File: src/logic/boot_cfg_pkg.sv
// Shared constants, types and helpers for the strap and boot configuration link.
package boot_cfg_pkg;
   localparam logic [1:0] ROLE_PARALLEL = 2'h0;
   localparam logic [1:0] ROLE_MASTER = 2'h1;
   localparam logic [1:0] ROLE_SERIAL = 2'h3;
   localparam logic [3:0] BOOT_DISABLED = 4'hc;
   localparam int CLK_MHZ = 250;
   localparam int RESET_HOLD_NS = 1000;
   localparam int RESET_HOLD_CYCLES = (RESET_HOLD_NS * CLK_MHZ + 999) / 1000;
   localparam int REPORT_DELAY_CYCLES = 4;
   localparam int CSR_COUNT = 4;
   localparam logic [7:0] CTRL_OFFSET = 8'h00;
   localparam logic [7:0] STATUS_OFFSET = 8'h04;
   localparam logic [7:0] POINTER_OFFSET = 8'h08;
   localparam logic [7:0] FW_DATA_OFFSET = 8'h0c;
   localparam logic [7:0] CSR_BASE_OFFSET = 8'h10;
   localparam int CTRL_START_BIT = 0;
   localparam int CTRL_CLK_SEL_BIT = 1;
   localparam int CTRL_ROLE_LSB = 2;
   localparam int CTRL_BOOT_LSB = 4;
   localparam int CTRL_FW_DONE_BIT = 8;
   localparam logic [31:0] CTRL_RESET = 32'h0000_0014;
   localparam logic [1:0] RESP_OKAY = 2'h0;
   localparam logic [1:0] RESP_SLVERR = 2'h2;

   typedef enum logic [2:0] {
      DEV_RESET = 3'h0,
      DEV_BOOT = 3'h1,
      DEV_RUN = 3'h3,
      DEV_CSR = 3'h2,
      DEV_FW = 3'h6,
      DEV_CLK = 3'h7,
      DEV_REPORT = 3'h5,
      DEV_FAULT = 3'h4
   } dev_state_t;

   typedef enum logic [2:0] {
      HOST_IDLE = 3'h0,
      HOST_STRAP = 3'h1,
      HOST_HOLD = 3'h3,
      HOST_CSR = 3'h2,
      HOST_FW = 3'h6,
      HOST_CLK = 3'h7,
      HOST_WAIT = 3'h5,
      HOST_DONE = 3'h4
   } host_state_t;

   // True for boot-select codes that name a real boot source.
   function automatic logic boot_source_ok(input logic [3:0] code);
      boot_source_ok = !(code inside {4'h6, 4'h7, 4'h8, 4'ha, 4'hc, 4'hf});
   endfunction
endpackage

File: src/logic/strap_link_if.sv
// Strap, reset and firmware download link between host controller and codec.
interface strap_link_if (
   input wire logic aclk
);
   logic clk_sel;
   logic [1:0] host_role;
   logic [3:0] boot_sel;
   logic system_reset_low;
   logic cfg_valid;
   logic [1:0] cfg_addr;
   logic [31:0] cfg_data;
   logic fw_valid;
   logic [31:0] fw_data;
   logic clocks_enable;
   logic pointer_valid;
   logic [31:0] global_pointer_block;

   modport ctrl (
      input aclk,
      output clk_sel, host_role, boot_sel, system_reset_low,
      output cfg_valid, cfg_addr, cfg_data, fw_valid, fw_data, clocks_enable,
      input pointer_valid, global_pointer_block
   );

   modport codec (
      input aclk,
      input clk_sel, host_role, boot_sel, system_reset_low,
      input cfg_valid, cfg_addr, cfg_data, fw_valid, fw_data, clocks_enable,
      output pointer_valid, global_pointer_block
   );
endinterface

File: src/logic/host_boot_ctrl.sv
// Host end: AXI4-Lite controlled strap, reset and firmware download sequencer.
module host_boot_ctrl (
   // Clock and reset.
   input wire logic aclk,
   input wire logic aresetn,
   // AXI4-Lite slave.
   input wire logic [7:0] s_axi_awaddr,
   input wire logic s_axi_awvalid,
   output logic s_axi_awready,
   input wire logic [31:0] s_axi_wdata,
   input wire logic [3:0] s_axi_wstrb,
   input wire logic s_axi_wvalid,
   output logic s_axi_wready,
   output logic [1:0] s_axi_bresp,
   output logic s_axi_bvalid,
   input wire logic s_axi_bready,
   input wire logic [7:0] s_axi_araddr,
   input wire logic s_axi_arvalid,
   output logic s_axi_arready,
   output logic [31:0] s_axi_rdata,
   output logic [1:0] s_axi_rresp,
   output logic s_axi_rvalid,
   input wire logic s_axi_rready,
   // Link to the codec.
   strap_link_if.ctrl link
);
   boot_cfg_pkg::host_state_t state;
   boot_cfg_pkg::host_state_t next_state;
   logic [31:0] ctrl;
   logic [31:0] next_ctrl;
   logic [127:0] csr_store;
   logic [127:0] next_csr_store;
   logic [31:0] pointer;
   logic [31:0] next_pointer;
   logic [8:0] count;
   logic [8:0] next_count;
   logic [7:0] awaddr;
   logic [7:0] next_awaddr;
   logic [31:0] wdata;
   logic [31:0] next_wdata;
   logic next_awready;
   logic next_wready;
   logic next_bvalid;
   logic [1:0] next_bresp;
   logic next_arready;
   logic next_rvalid;
   logic [31:0] next_rdata;
   logic [1:0] next_rresp;
   logic wr_fire;
   logic next_clk_sel;
   logic [1:0] next_role;
   logic [3:0] next_boot;
   logic next_reset_low;
   logic next_cfg_valid;
   logic [1:0] next_cfg_addr;
   logic [31:0] next_cfg_data;
   logic next_fw_valid;
   logic [31:0] next_fw_data;
   logic next_clocks_enable;

   always_comb begin
      next_awready = s_axi_awready;
      next_wready = s_axi_wready;
      next_awaddr = awaddr;
      next_wdata = wdata;
      next_bvalid = s_axi_bvalid;
      next_bresp = s_axi_bresp;
      next_arready = 1'b1;
      next_rvalid = s_axi_rvalid;
      next_rdata = s_axi_rdata;
      next_rresp = s_axi_rresp;
      wr_fire = 1'b0;
      if (s_axi_awvalid && s_axi_awready) begin
         next_awaddr = s_axi_awaddr;
         next_awready = 1'b0;
      end
      if (s_axi_wvalid && s_axi_wready) begin
         next_wdata = s_axi_wdata;
         next_wready = 1'b0;
      end
      if (!s_axi_awready && !s_axi_wready && !s_axi_bvalid) begin
         wr_fire = 1'b1;
         next_bvalid = 1'b1;
         next_bresp = boot_cfg_pkg::RESP_OKAY;
         if (awaddr == boot_cfg_pkg::FW_DATA_OFFSET && state != boot_cfg_pkg::HOST_FW) begin
            next_bresp = boot_cfg_pkg::RESP_SLVERR;
         end else if (awaddr > boot_cfg_pkg::CSR_BASE_OFFSET + 8'h0c ||
                      awaddr == boot_cfg_pkg::STATUS_OFFSET ||
                      awaddr == boot_cfg_pkg::POINTER_OFFSET) begin
            next_bresp = boot_cfg_pkg::RESP_SLVERR;
         end
      end
      if (s_axi_bvalid && s_axi_bready) begin
         next_bvalid = 1'b0;
         next_awready = 1'b1;
         next_wready = 1'b1;
      end
      if (s_axi_rvalid) begin
         next_arready = 1'b0;
         if (s_axi_rready) begin
            next_rvalid = 1'b0;
            next_arready = 1'b1;
         end
      end else if (s_axi_arvalid && s_axi_arready) begin
         next_arready = 1'b0;
         next_rvalid = 1'b1;
         next_rresp = boot_cfg_pkg::RESP_OKAY;
         unique case (s_axi_araddr)
            boot_cfg_pkg::CTRL_OFFSET: next_rdata = ctrl;
            boot_cfg_pkg::STATUS_OFFSET: next_rdata = {27'h0, link.pointer_valid,
               state == boot_cfg_pkg::HOST_DONE, state};
            boot_cfg_pkg::POINTER_OFFSET: next_rdata = pointer;
            boot_cfg_pkg::CSR_BASE_OFFSET: next_rdata = csr_store[31:0];
            boot_cfg_pkg::CSR_BASE_OFFSET + 8'h04: next_rdata = csr_store[63:32];
            boot_cfg_pkg::CSR_BASE_OFFSET + 8'h08: next_rdata = csr_store[95:64];
            boot_cfg_pkg::CSR_BASE_OFFSET + 8'h0c: next_rdata = csr_store[127:96];
            default: begin
               next_rdata = 32'h0000_0000;
               next_rresp = boot_cfg_pkg::RESP_SLVERR;
            end
         endcase
      end
   end

   always_comb begin
      next_state = state;
      next_ctrl = ctrl;
      next_csr_store = csr_store;
      next_pointer = pointer;
      next_count = count;
      next_clk_sel = link.clk_sel;
      next_role = link.host_role;
      next_boot = link.boot_sel;
      next_reset_low = link.system_reset_low;
      next_cfg_valid = 1'b0;
      next_cfg_addr = link.cfg_addr;
      next_cfg_data = link.cfg_data;
      next_fw_valid = 1'b0;
      next_fw_data = link.fw_data;
      next_clocks_enable = link.clocks_enable;
      if (wr_fire && next_bresp == boot_cfg_pkg::RESP_OKAY) begin
         if (awaddr == boot_cfg_pkg::CTRL_OFFSET) begin
            next_ctrl = wdata;
         end else if (awaddr == boot_cfg_pkg::FW_DATA_OFFSET) begin
            next_fw_valid = 1'b1;
            next_fw_data = wdata;
         end else begin
            next_csr_store[awaddr[3:2] * 32 +: 32] = wdata;
         end
      end
      unique case (state)
         boot_cfg_pkg::HOST_IDLE, boot_cfg_pkg::HOST_DONE: begin
            if (next_ctrl[boot_cfg_pkg::CTRL_START_BIT]) begin
               next_ctrl[boot_cfg_pkg::CTRL_START_BIT] = 1'b0;
               next_ctrl[boot_cfg_pkg::CTRL_FW_DONE_BIT] = 1'b0;
               next_reset_low = 1'b0;
               next_clocks_enable = 1'b0;
               next_clk_sel = next_ctrl[boot_cfg_pkg::CTRL_CLK_SEL_BIT];
               next_role = next_ctrl[boot_cfg_pkg::CTRL_ROLE_LSB +: 2];
               next_boot = next_ctrl[boot_cfg_pkg::CTRL_BOOT_LSB +: 4];
               if (next_role != boot_cfg_pkg::ROLE_MASTER) begin
                  next_boot = boot_cfg_pkg::BOOT_DISABLED;
               end
               next_state = boot_cfg_pkg::HOST_STRAP;
            end
         end
         boot_cfg_pkg::HOST_STRAP: begin
            next_count = 9'h000;
            next_state = boot_cfg_pkg::HOST_HOLD;
         end
         boot_cfg_pkg::HOST_HOLD: begin
            next_count = count + 9'h001;
            if (count == 9'(boot_cfg_pkg::RESET_HOLD_CYCLES - 1)) begin
               next_reset_low = 1'b1;
               next_count = 9'h000;
               next_state = link.host_role == boot_cfg_pkg::ROLE_MASTER ?
                  boot_cfg_pkg::HOST_DONE : boot_cfg_pkg::HOST_CSR;
            end
         end
         boot_cfg_pkg::HOST_CSR: begin
            next_cfg_valid = 1'b1;
            next_cfg_addr = count[1:0];
            next_cfg_data = csr_store[count[1:0] * 32 +: 32];
            next_count = count + 9'h001;
            if (count == 9'(boot_cfg_pkg::CSR_COUNT - 1)) begin
               next_state = boot_cfg_pkg::HOST_FW;
            end
         end
         boot_cfg_pkg::HOST_FW: begin
            if (ctrl[boot_cfg_pkg::CTRL_FW_DONE_BIT] && !next_fw_valid && !link.fw_valid) begin
               next_state = boot_cfg_pkg::HOST_CLK;
            end
         end
         boot_cfg_pkg::HOST_CLK: begin
            next_clocks_enable = 1'b1;
            next_state = boot_cfg_pkg::HOST_WAIT;
         end
         boot_cfg_pkg::HOST_WAIT: begin
            if (link.pointer_valid) begin
               next_pointer = link.global_pointer_block;
               next_state = boot_cfg_pkg::HOST_DONE;
            end
         end
      endcase
   end

   always_ff @(posedge aclk) begin
      if (!aresetn) begin
         s_axi_awready <= 1'b1;
         s_axi_wready <= 1'b1;
         awaddr <= 8'h00;
         wdata <= 32'h0000_0000;
         s_axi_bvalid <= 1'b0;
         s_axi_bresp <= boot_cfg_pkg::RESP_OKAY;
         s_axi_arready <= 1'b1;
         s_axi_rvalid <= 1'b0;
         s_axi_rdata <= 32'h0000_0000;
         s_axi_rresp <= boot_cfg_pkg::RESP_OKAY;
         state <= boot_cfg_pkg::HOST_IDLE;
         ctrl <= boot_cfg_pkg::CTRL_RESET;
         csr_store <= 128'h0;
         pointer <= 32'h0000_0000;
         count <= 9'h000;
         link.clk_sel <= 1'b0;
         link.host_role <= boot_cfg_pkg::ROLE_MASTER;
         link.boot_sel <= boot_cfg_pkg::BOOT_DISABLED;
         link.system_reset_low <= 1'b0;
         link.cfg_valid <= 1'b0;
         link.cfg_addr <= 2'h0;
         link.cfg_data <= 32'h0000_0000;
         link.fw_valid <= 1'b0;
         link.fw_data <= 32'h0000_0000;
         link.clocks_enable <= 1'b0;
      end else begin
         s_axi_awready <= next_awready;
         s_axi_wready <= next_wready;
         awaddr <= next_awaddr;
         wdata <= next_wdata;
         s_axi_bvalid <= next_bvalid;
         s_axi_bresp <= next_bresp;
         s_axi_arready <= next_arready;
         s_axi_rvalid <= next_rvalid;
         s_axi_rdata <= next_rdata;
         s_axi_rresp <= next_rresp;
         state <= next_state;
         ctrl <= next_ctrl;
         csr_store <= next_csr_store;
         pointer <= next_pointer;
         count <= next_count;
         link.clk_sel <= next_clk_sel;
         link.host_role <= next_role;
         link.boot_sel <= next_boot;
         link.system_reset_low <= next_reset_low;
         link.cfg_valid <= next_cfg_valid;
         link.cfg_addr <= next_cfg_addr;
         link.cfg_data <= next_cfg_data;
         link.fw_valid <= next_fw_valid;
         link.fw_data <= next_fw_data;
         link.clocks_enable <= next_clocks_enable;
      end
   end
endmodule

File: src/flat_wrapper.sv
// flat-port wrapper written by rule: the top's interface ports become plain ports
module host_boot_ctrl_flat 
  (aclk, aresetn, s_axi_awaddr, s_axi_awvalid, s_axi_awready, s_axi_wdata, s_axi_wstrb, s_axi_wvalid, s_axi_wready, s_axi_bresp, s_axi_bvalid, s_axi_bready, s_axi_araddr, s_axi_arvalid, s_axi_arready, s_axi_rdata, s_axi_rresp, s_axi_rvalid, s_axi_rready, link_clk_sel, link_host_role, link_boot_sel, link_system_reset_low, link_cfg_valid, link_cfg_addr, link_cfg_data, link_fw_valid, link_fw_data, link_clocks_enable, link_pointer_valid, link_global_pointer_block);
  strap_link_if link_i (.aclk(aclk));
  input wire logic aclk;
  input wire logic aresetn;
  input wire logic [7:0] s_axi_awaddr;
  input wire logic s_axi_awvalid;
  output logic s_axi_awready;
  input wire logic [31:0] s_axi_wdata;
  input wire logic [3:0] s_axi_wstrb;
  input wire logic s_axi_wvalid;
  output logic s_axi_wready;
  output logic [1:0] s_axi_bresp;
  output logic s_axi_bvalid;
  input wire logic s_axi_bready;
  input wire logic [7:0] s_axi_araddr;
  input wire logic s_axi_arvalid;
  output logic s_axi_arready;
  output logic [31:0] s_axi_rdata;
  output logic [1:0] s_axi_rresp;
  output logic s_axi_rvalid;
  input wire logic s_axi_rready;
  output wire logic [$bits(link_i.clk_sel)-1:0] link_clk_sel;
  output wire logic [$bits(link_i.host_role)-1:0] link_host_role;
  output wire logic [$bits(link_i.boot_sel)-1:0] link_boot_sel;
  output wire logic [$bits(link_i.system_reset_low)-1:0] link_system_reset_low;
  output wire logic [$bits(link_i.cfg_valid)-1:0] link_cfg_valid;
  output wire logic [$bits(link_i.cfg_addr)-1:0] link_cfg_addr;
  output wire logic [$bits(link_i.cfg_data)-1:0] link_cfg_data;
  output wire logic [$bits(link_i.fw_valid)-1:0] link_fw_valid;
  output wire logic [$bits(link_i.fw_data)-1:0] link_fw_data;
  output wire logic [$bits(link_i.clocks_enable)-1:0] link_clocks_enable;
  input wire logic [$bits(link_i.pointer_valid)-1:0] link_pointer_valid;
  input wire logic [$bits(link_i.global_pointer_block)-1:0] link_global_pointer_block;
  assign link_clk_sel = link_i.clk_sel;
  assign link_host_role = link_i.host_role;
  assign link_boot_sel = link_i.boot_sel;
  assign link_system_reset_low = link_i.system_reset_low;
  assign link_cfg_valid = link_i.cfg_valid;
  assign link_cfg_addr = link_i.cfg_addr;
  assign link_cfg_data = link_i.cfg_data;
  assign link_fw_valid = link_i.fw_valid;
  assign link_fw_data = link_i.fw_data;
  assign link_clocks_enable = link_i.clocks_enable;
  assign link_i.pointer_valid = link_pointer_valid;
  assign link_i.global_pointer_block = link_global_pointer_block;
  host_boot_ctrl u_core (.aclk(aclk), .aresetn(aresetn), .s_axi_awaddr(s_axi_awaddr), .s_axi_awvalid(s_axi_awvalid), .s_axi_awready(s_axi_awready), .s_axi_wdata(s_axi_wdata), .s_axi_wstrb(s_axi_wstrb), .s_axi_wvalid(s_axi_wvalid), .s_axi_wready(s_axi_wready), .s_axi_bresp(s_axi_bresp), .s_axi_bvalid(s_axi_bvalid), .s_axi_bready(s_axi_bready), .s_axi_araddr(s_axi_araddr), .s_axi_arvalid(s_axi_arvalid), .s_axi_arready(s_axi_arready), .s_axi_rdata(s_axi_rdata), .s_axi_rresp(s_axi_rresp), .s_axi_rvalid(s_axi_rvalid), .s_axi_rready(s_axi_rready), .link(link_i));
endmodule
File: config.mk
export PLATFORM = sky130hd
export DESIGN_NAME = host_boot_ctrl_flat
export DESIGN_NICKNAME = d
export VERILOG_FILES = /design/src/logic/boot_cfg_pkg.sv /design/src/logic/strap_link_if.sv /design/src/logic/host_boot_ctrl.sv /design/src/flat_wrapper.sv
export SDC_FILE = /design/constraint.sdc
export NUM_CORES = 1
export LEC_CHECK = 0
export ABC_AREA = 1
export BUFFER_PORTS_ARGS = -buffer_cell sky130_fd_sc_hd__buf_2
export CAP_MARGIN = 20
export CORE_MARGIN = 2
export CORE_UTILIZATION = 58
export DETAILED_ROUTE_END_ITERATION = 12
export PLACE_DENSITY = 0.81
export SYNTH_ARGS = -nofsm -noshare
export SYNTH_HDL_FRONTEND = slang
export SYNTH_SLANG_ARGS = --single-unit
File: constraint.sdc
create_clock -name aclk -period 2.9 [get_ports aclk]
set_clock_uncertainty 0.15 [all_clocks]
set_input_delay 0.29 -clock aclk [delete_from_list [all_inputs] [get_ports aclk]]
set_output_delay 0.29 -clock aclk [all_outputs]
set_load 0.01 [all_outputs]
==> flow_metrics.env, run 1 <==
export IMPL_fill_cells=2185
export IMPL_rsz0062_at_grt="no"
export IMPL_grt_max_degree=246
export IMPL_hold_path_cell_count=3
export IMPL_synthArstFlopShare_pct=0
export IMPL_grt_total_usage_pct=37.8
export IMPL_maxCapViolations=0
export IMPL_drcViolationCount=0
export IMPL_cts_sinks=361
export IMPL_fin_cells=2813
export IMPL_place_area_um2=17400
export IMPL_wl_um=56100
export IMPL_cp_required_ns=3.21
export IMPL_min_path_type="in -> reg"
export IMPL_relSlewSlack_pct=25.8
export IMPL_cts_resized=0
export IMPL_yosysWarnings=0
export IMPL_max_slew_worst_pin_slew_ns=1.11
export IMPL_hold_ws_ns=0.000940
export IMPL_die_x_um=171
export IMPL_max_freq_mhz=390
export IMPL_wl_per_cell_um=19.9
export IMPL_synth_distinct_cells=44
export IMPL_postSynthAreaPerCell_um2=7.30
export IMPL_antenna_found_initial=0
export IMPL_period_share_pct=88.3
export IMPL_clockBufferDepth=3
export IMPL_path_buf_inv=3
export IMPL_die_area_um2=29100
export IMPL_synth_edff_count=0
export IMPL_pre_cts_slack_ns=0.444
export IMPL_critical_path_max_stage_delay_ns=0.65
export IMPL_cts_root_buf="clkbuf_16"
export IMPL_synth_ff_latch_count=361
export IMPL_via_count=16924
export IMPL_synth_ff_type="dfxtp_1"
export IMPL_status="completed"
export IMPL_rrSetupSlack_ns=0.34
export IMPL_gp_congestion=0.894
export IMPL_place_hpwl_um=33900
export IMPL_final_layout_size_suffix_gt1_share_pct=14.7
export IMPL_coreArea_um2=27600
export IMPL_slowest_stage="nor2_1"
export IMPL_syn_area_um2=16100
export IMPL_insertion_delay_ns=0.53
export IMPL_cp_max_fo=29
export IMPL_hold_viol_final=0
export IMPL_grt_first_pass_wirelength_um=85800
export IMPL_end_kind="flip-flop"
export IMPL_power_density_nw_per_um2=680
export IMPL_timing_final_ws_setup_ns=0.338
export IMPL_crit_chain="inv_1 -> ha_1 -> buf_4 -> nor2_1 -> inv_1 -> nor3_1 -> o21ai_0 -> a21oi_1"
export IMPL_cts_tree="built"
export IMPL_drtIter0Drc=2056
export IMPL_drtAntennaViolNets=0
export IMPL_start_util_pct=58.5
export IMPL_finalCriticalPeriod_ns=2.56
export IMPL_critPathArrivalTime_ns=2.87
export IMPL_final_util_pct=70.6
export IMPL_multi_input_comb_area_um2=7040
export IMPL_cp_depth=8
export IMPL_grt_pass1_vias=15971
export IMPL_worst_path_most_repeated_cell="inv_1"
export IMPL_die_h_um=171
export IMPL_clk_pin_slew_ns=0.06
export IMPL_seq_area_frac_synth_pct=44.9
export IMPL_synth_cells=2208
export IMPL_fin_nets=2505
export IMPL_io_buffers=204
export IMPL_slew_violations=0
export IMPL_power_total_mw=13.2
export IMPL_drtPass1Iterations=8
export IMPL_antenna_cells=0
export IMPL_peakVddDrop_uv=531
export IMPL_rows=61
export IMPL_r2r_cells=8
export IMPL_io_pins=210
export IMPL_setup_tns_ns=0
export IMPL_seqCellArea_um2=7230
export IMPL_syn_to_final_growth_pct=20.8
export IMPL_p_leak_nw=7.82
export IMPL_final_area_um2=19500
export IMPL_critPathKind="reg -> reg"
export IMPL_cts_max_level=2
export IMPL_cts_made_buffers=39
export IMPL_start_kind="flip-flop"
export IMPL_dpl_cell_count=2668
export IMPL_synth_nets=2307
export IMPL_critPathTopFamily="simple AND/OR/NAND/NOR gates"
export IMPL_viasPerCell=6.02
export IMPL_gr_total_overflow=0
export IMPL_finalSetupViolations=0
where the power goes:
| part | switching, mW | internal [mW] |
|---|---|---|
| combinational | 1.82 | 0.841 |
| sequential | 0.192 | 5.26 |
| clock | 2.03 | 3.09 |
cell usage after synthesis (all sizes together), types with 27 or more instances:
cell      n  area (um2)
dfxtp   361        7230
a21oi   346        1730
inv     306        1150
o21ai   287        1440
nand2   235         895
nor2    143         568
nand3   135         718
clkbuf  118         448
o22ai    62         388
buf      47         253
o211ai   37         278
nor3     27         158
state kept, by name, summed over array words and instances, names as in the netlist, 2 cells and up:
| register | count |
|---|---|
| u_core.awaddr | 8 |
| u_core.count | 9 |
| u_core.csr_store | 128 |
| u_core.ctrl | 32 |
| u_core.link.boot_sel | 4 |
| u_core.link.cfg_addr | 2 |
| u_core.link.cfg_data | 32 |
| u_core.link.fw_data | 32 |
| u_core.link.host_role | 2 |
| u_core.pointer | 32 |
| u_core.s_axi_bresp | 2 |
| u_core.s_axi_rdata | 32 |
| u_core.state | 3 |
| u_core.wdata | 32 |
cell type report:
class | instances | share of cell area, %
Clock inverter | 9 | 0.649
Multi-Input combinational cell | 1374 | 36.2
Clock buffer | 61 | 6.12
Inverter | 308 | 5.95
Timing Repair Buffer | 322 | 11.6
Sequential cell | 361 | 37.1
Tap cell | 378 | 2.43
final timing paths:
kind / end / from
max: u_core.csr_store[95] / u_core.awaddr[2]
min: u_core.pointer[7] / link_global_pointer_block[7]
max reg2reg: u_core.csr_store[95] / u_core.awaddr[2]
min reg2reg: u_core.s_axi_bresp[0] / u_core.s_axi_bresp[0]
worst register-to-register path: stages, from the launching register on:
cell and delay (ns):
dfxtp_1 0.40, inv_1 0.13, ha_1 0.24, buf_4 0.28, nor2_1 0.67, inv_1 0.17, nor3_1 0.19, o21ai_0 0.11
a21oi_1 0.17
repair_timing:
action	in CTS	in global routing
endpoints found under the hold margin	74	0
setup buffers	0	0
hold buffers	75	0
metal layers:
| layer | GRT usage, % | routed length [um] | up-vias |
|---|---|---|---|
| li1 | - | - | 7797 |
| met1 | 46.1 | 21100 | 7815 |
| met2 | 59.9 | 25100 | 1064 |
| met3 | 8.42 | 5820 | 248 |
| met4 | 25.4 | 4050 | 0 |
| met5 | 0 | 0 | - |
kinds of logic (layout without fill, tap and decap cells):
group,after synthesis,after routing,share of synthesized area (%)
xor+xnor,2,2,0.109
simple gates,577,577,16.1
compound gates,787,787,26.8
fa+ha+maj,7,7,0.544
flops,361,361,44.9
other cells,1,1,0.0233
buf+inv,473,700,11.5
cell usage in the layout (no fill, tap or decap), types with 6 or more instances in the layout:
cell type / synthesis / layout
a211oi_2: 18 / 18
a21oi_1: 346 / 346
a31oi_1: 23 / 23
buf_12: 0 / 12
buf_2: 34 / 203
buf_4: 3 / 31
clkbuf_1: 114 / 11
clkbuf_16: 0 / 41
clkbuf_8: 0 / 9
dfxtp_1: 361 / 360
dlygate4sd3_1: 0 / 75
ha_1: 7 / 7
inv_1: 298 / 298
inv_2: 8 / 8
nand2_1: 230 / 230
nand3_1: 128 / 128
nand3_2: 6 / 6
nor2_1: 136 / 135
nor2_2: 6 / 6
nor3_1: 25 / 25
nor3b_1: 23 / 23
nor4_1: 7 / 7
o211ai_1: 37 / 37
o21ai_0: 280 / 280
o22ai_1: 62 / 62
(Power assumes the default switching activity.)
==> run 2, diff against run 1 <==
- ABC_AREA: 1 -> default
==> run 2 against run 1 <==
Routed wire length shrank 4.3%; synthesized cell count is 16% lower; via count is 6.1% lower; clock power rose by 6.3%; critical path type unchanged.
==> flow_metrics.env, run 2 <==
export IMPL_drtPass1Iterations=9
export IMPL_antenna_found_initial=5
export IMPL_critPathKind="reg -> reg"
export IMPL_cp_max_fo=22
export IMPL_io_pins=210
export IMPL_final_layout_size_suffix_gt1_share_pct=19.4
export IMPL_io_buffers=204
export IMPL_final_area_um2=19000
export IMPL_max_freq_mhz=375
export IMPL_yosysWarnings=0
export IMPL_slew_violations=0
export IMPL_pre_cts_slack_ns=0.348
export IMPL_drcViolationCount=0
export IMPL_synth_nets=1955
export IMPL_grt_max_degree=106
export IMPL_place_hpwl_um=31100
export IMPL_synthArstFlopShare_pct=0
export IMPL_die_h_um=168
export IMPL_power_density_nw_per_um2=588
export IMPL_cts_root_buf="clkbuf_16"
export IMPL_drtAntennaViolNets=0
export IMPL_cp_required_ns=3.16
export IMPL_cts_made_buffers=38
export IMPL_synth_edff_count=0
export IMPL_coreArea_um2=26100
export IMPL_place_area_um2=16700
export IMPL_rsz0062_at_grt="no"
export IMPL_die_x_um=168
export IMPL_layout_commonest_cell="nand2_1"
export IMPL_p_leak_nw=6.99
export IMPL_clockBufferDepth=3
export IMPL_viasPerCell=6.49
export IMPL_synth_ff_type="dfxtp_1"
export IMPL_rows=59
export IMPL_die_area_um2=28100
export IMPL_dpl_cell_count=2291
export IMPL_synth_top_area_share_pct=46.6
export IMPL_synth_commonest_cells="477 x nand2_1, 361 x dfxtp_1, 289 x a21oi_1, 160 x nand3_1, 109 x clkbuf_1"
export IMPL_synth_ff_latch_count=361
export IMPL_critPathArrivalTime_ns=2.93
export IMPL_timing_final_ws_setup_ns=0.236
export IMPL_max_slew_worst_pin_slew_ns=0.765
export IMPL_wl_per_cell_um=21.9
export IMPL_fin_cells=2450
export IMPL_drtIter0Drc=2171
export IMPL_relSlewSlack_pct=49.0
export IMPL_synth_cells=1856
export IMPL_hold_viol_final=0
export IMPL_synthTopCellsByArea="dfxtp_1 47%, nand2_1 12%, a21oi_1 9.3%"
export IMPL_gr_total_overflow=0
export IMPL_syn_to_final_growth_pct=22.6
export IMPL_peakVddDrop_uv=478
export IMPL_synth_distinct_cells=69
export IMPL_finalSetupViolations=0
export IMPL_period_share_pct=91.8
export IMPL_postSynthAreaPerCell_um2=8.36
export IMPL_wl_um=53700
export IMPL_via_count=15895
export IMPL_start_kind="flip-flop"
export IMPL_regMostFlops="u_core.csr_store"
export IMPL_seq_area_frac_synth_pct=46.6
export IMPL_most_common_layout_cells="477 x nand2_1, 360 x dfxtp_1, 289 x a21oi_1"
export IMPL_grt_pass1_vias=15659
export IMPL_cts_max_level=2
export IMPL_yosysMostFrequentCell="nand2_1"
export IMPL_grt_total_usage_pct=37.4
export IMPL_min_path_type="in -> reg"
export IMPL_insertion_delay_ns=0.53
export IMPL_start_util_pct=59.4
export IMPL_cts_tree="built"
export IMPL_setup_tns_ns=0
export IMPL_largest_reg_flops=128
export IMPL_syn_area_um2=15500
export IMPL_cts_setup_buffers=0
export IMPL_maxCapViolations=0
export IMPL_cts_sinks=361
export IMPL_grt_first_pass_wirelength_um=83300
export IMPL_fin_nets=2181
export IMPL_finalCriticalPeriod_ns=2.66
export IMPL_synth_area_leader_cell="dfxtp_1"
export IMPL_end_kind="flip-flop"
export IMPL_gp_congestion=0.904
export IMPL_clk_pin_slew_ns=0.06
export IMPL_status="completed"
export IMPL_power_total_mw=11.2
export IMPL_cts_resized=0
-- run 2: kinds of logic after synthesis --
| kind of cell | Yosys count | synth area share, % |
|---|---|---|
| and+or+nand+nor | 790 | 22.3 |
| AOI/OAI and AO/OA | 430 | 16.8 |
| DFF | 361 | 46.6 |
| buffers and inverters | 178 | 5.25 |
| muxes | 89 | 8.49 |
| adders and majority gates | 7 | 0.564 |
| other | 1 | 0.0242 |
-- run 2: layout make-up --
class	instances	area, um2
repair buffers	350	2380
clock inverters	12	239
fillers	1915	7110
inverters	14	60.1
clock buffers	56	1170
diodes	5	12.5
multi-input cells	1317	7510
well taps	335	419
flip-flops and latches	361	7230
-- run 2: final timing paths --
kind	from	endpoint	slack, ns	cells after the start
worst min-delay path	s_axi_arvalid	u_core.s_axi_rdata[14]	0.14	5
worst max register to register	u_core.awaddr[2]	u_core.link.fw_data[13]	0.24	8
worst min register to register	u_core.link.cfg_data[7]	u_core.link.cfg_data[7]	0.30	2
worst max-delay path	u_core.awaddr[2]	u_core.link.fw_data[13]	0.24	8
-- run 2: routing by layer --
layer | routed length, um | part of all wire (%) | global-route usage (%)
met1 | 18900 | 35 | 45.0
met2 | 24300 | 45 | 60.1
met3 | 6940 | 13 | 10.1
met4 | 3540 | 6.6 | 22.9
met5 | 0 | 0 | 0
-- run 2: where the power goes --
| group | switching [mW] | internal, mW |
|---|---|---|
| registers | 0.0849 | 5.00 |
| logic | 0.422 | 0.239 |
| clock network | 2.01 | 3.41 |
| total | 2.52 | 8.66 |
-- run 2: through the flow --
stage,hold slack [ns],util (%)
finish,0.144,72.8
global route,0.140,72.8
CTS,0.109,72.7
detailed placement,0.293,64.0
global placement,0.277,64.0
floorplan,0.240,-
-- run 2: critical path, cell delays in order (launching register included) --
cell and delay [ns]:
dfxtp_1 0.48, inv_1 0.20, ha_1 0.36, nor3_1 0.26, nand2_1 0.14, nor4_4 0.17, buf_4 0.42, mux2i_1 0.29
nor2_1 0.06
-- run 2: what timing repair did --
item	in CTS	in global routing
hold endpoints to repair	79	0
endpoints found under the setup margin	0	0
hold buffers	86	0
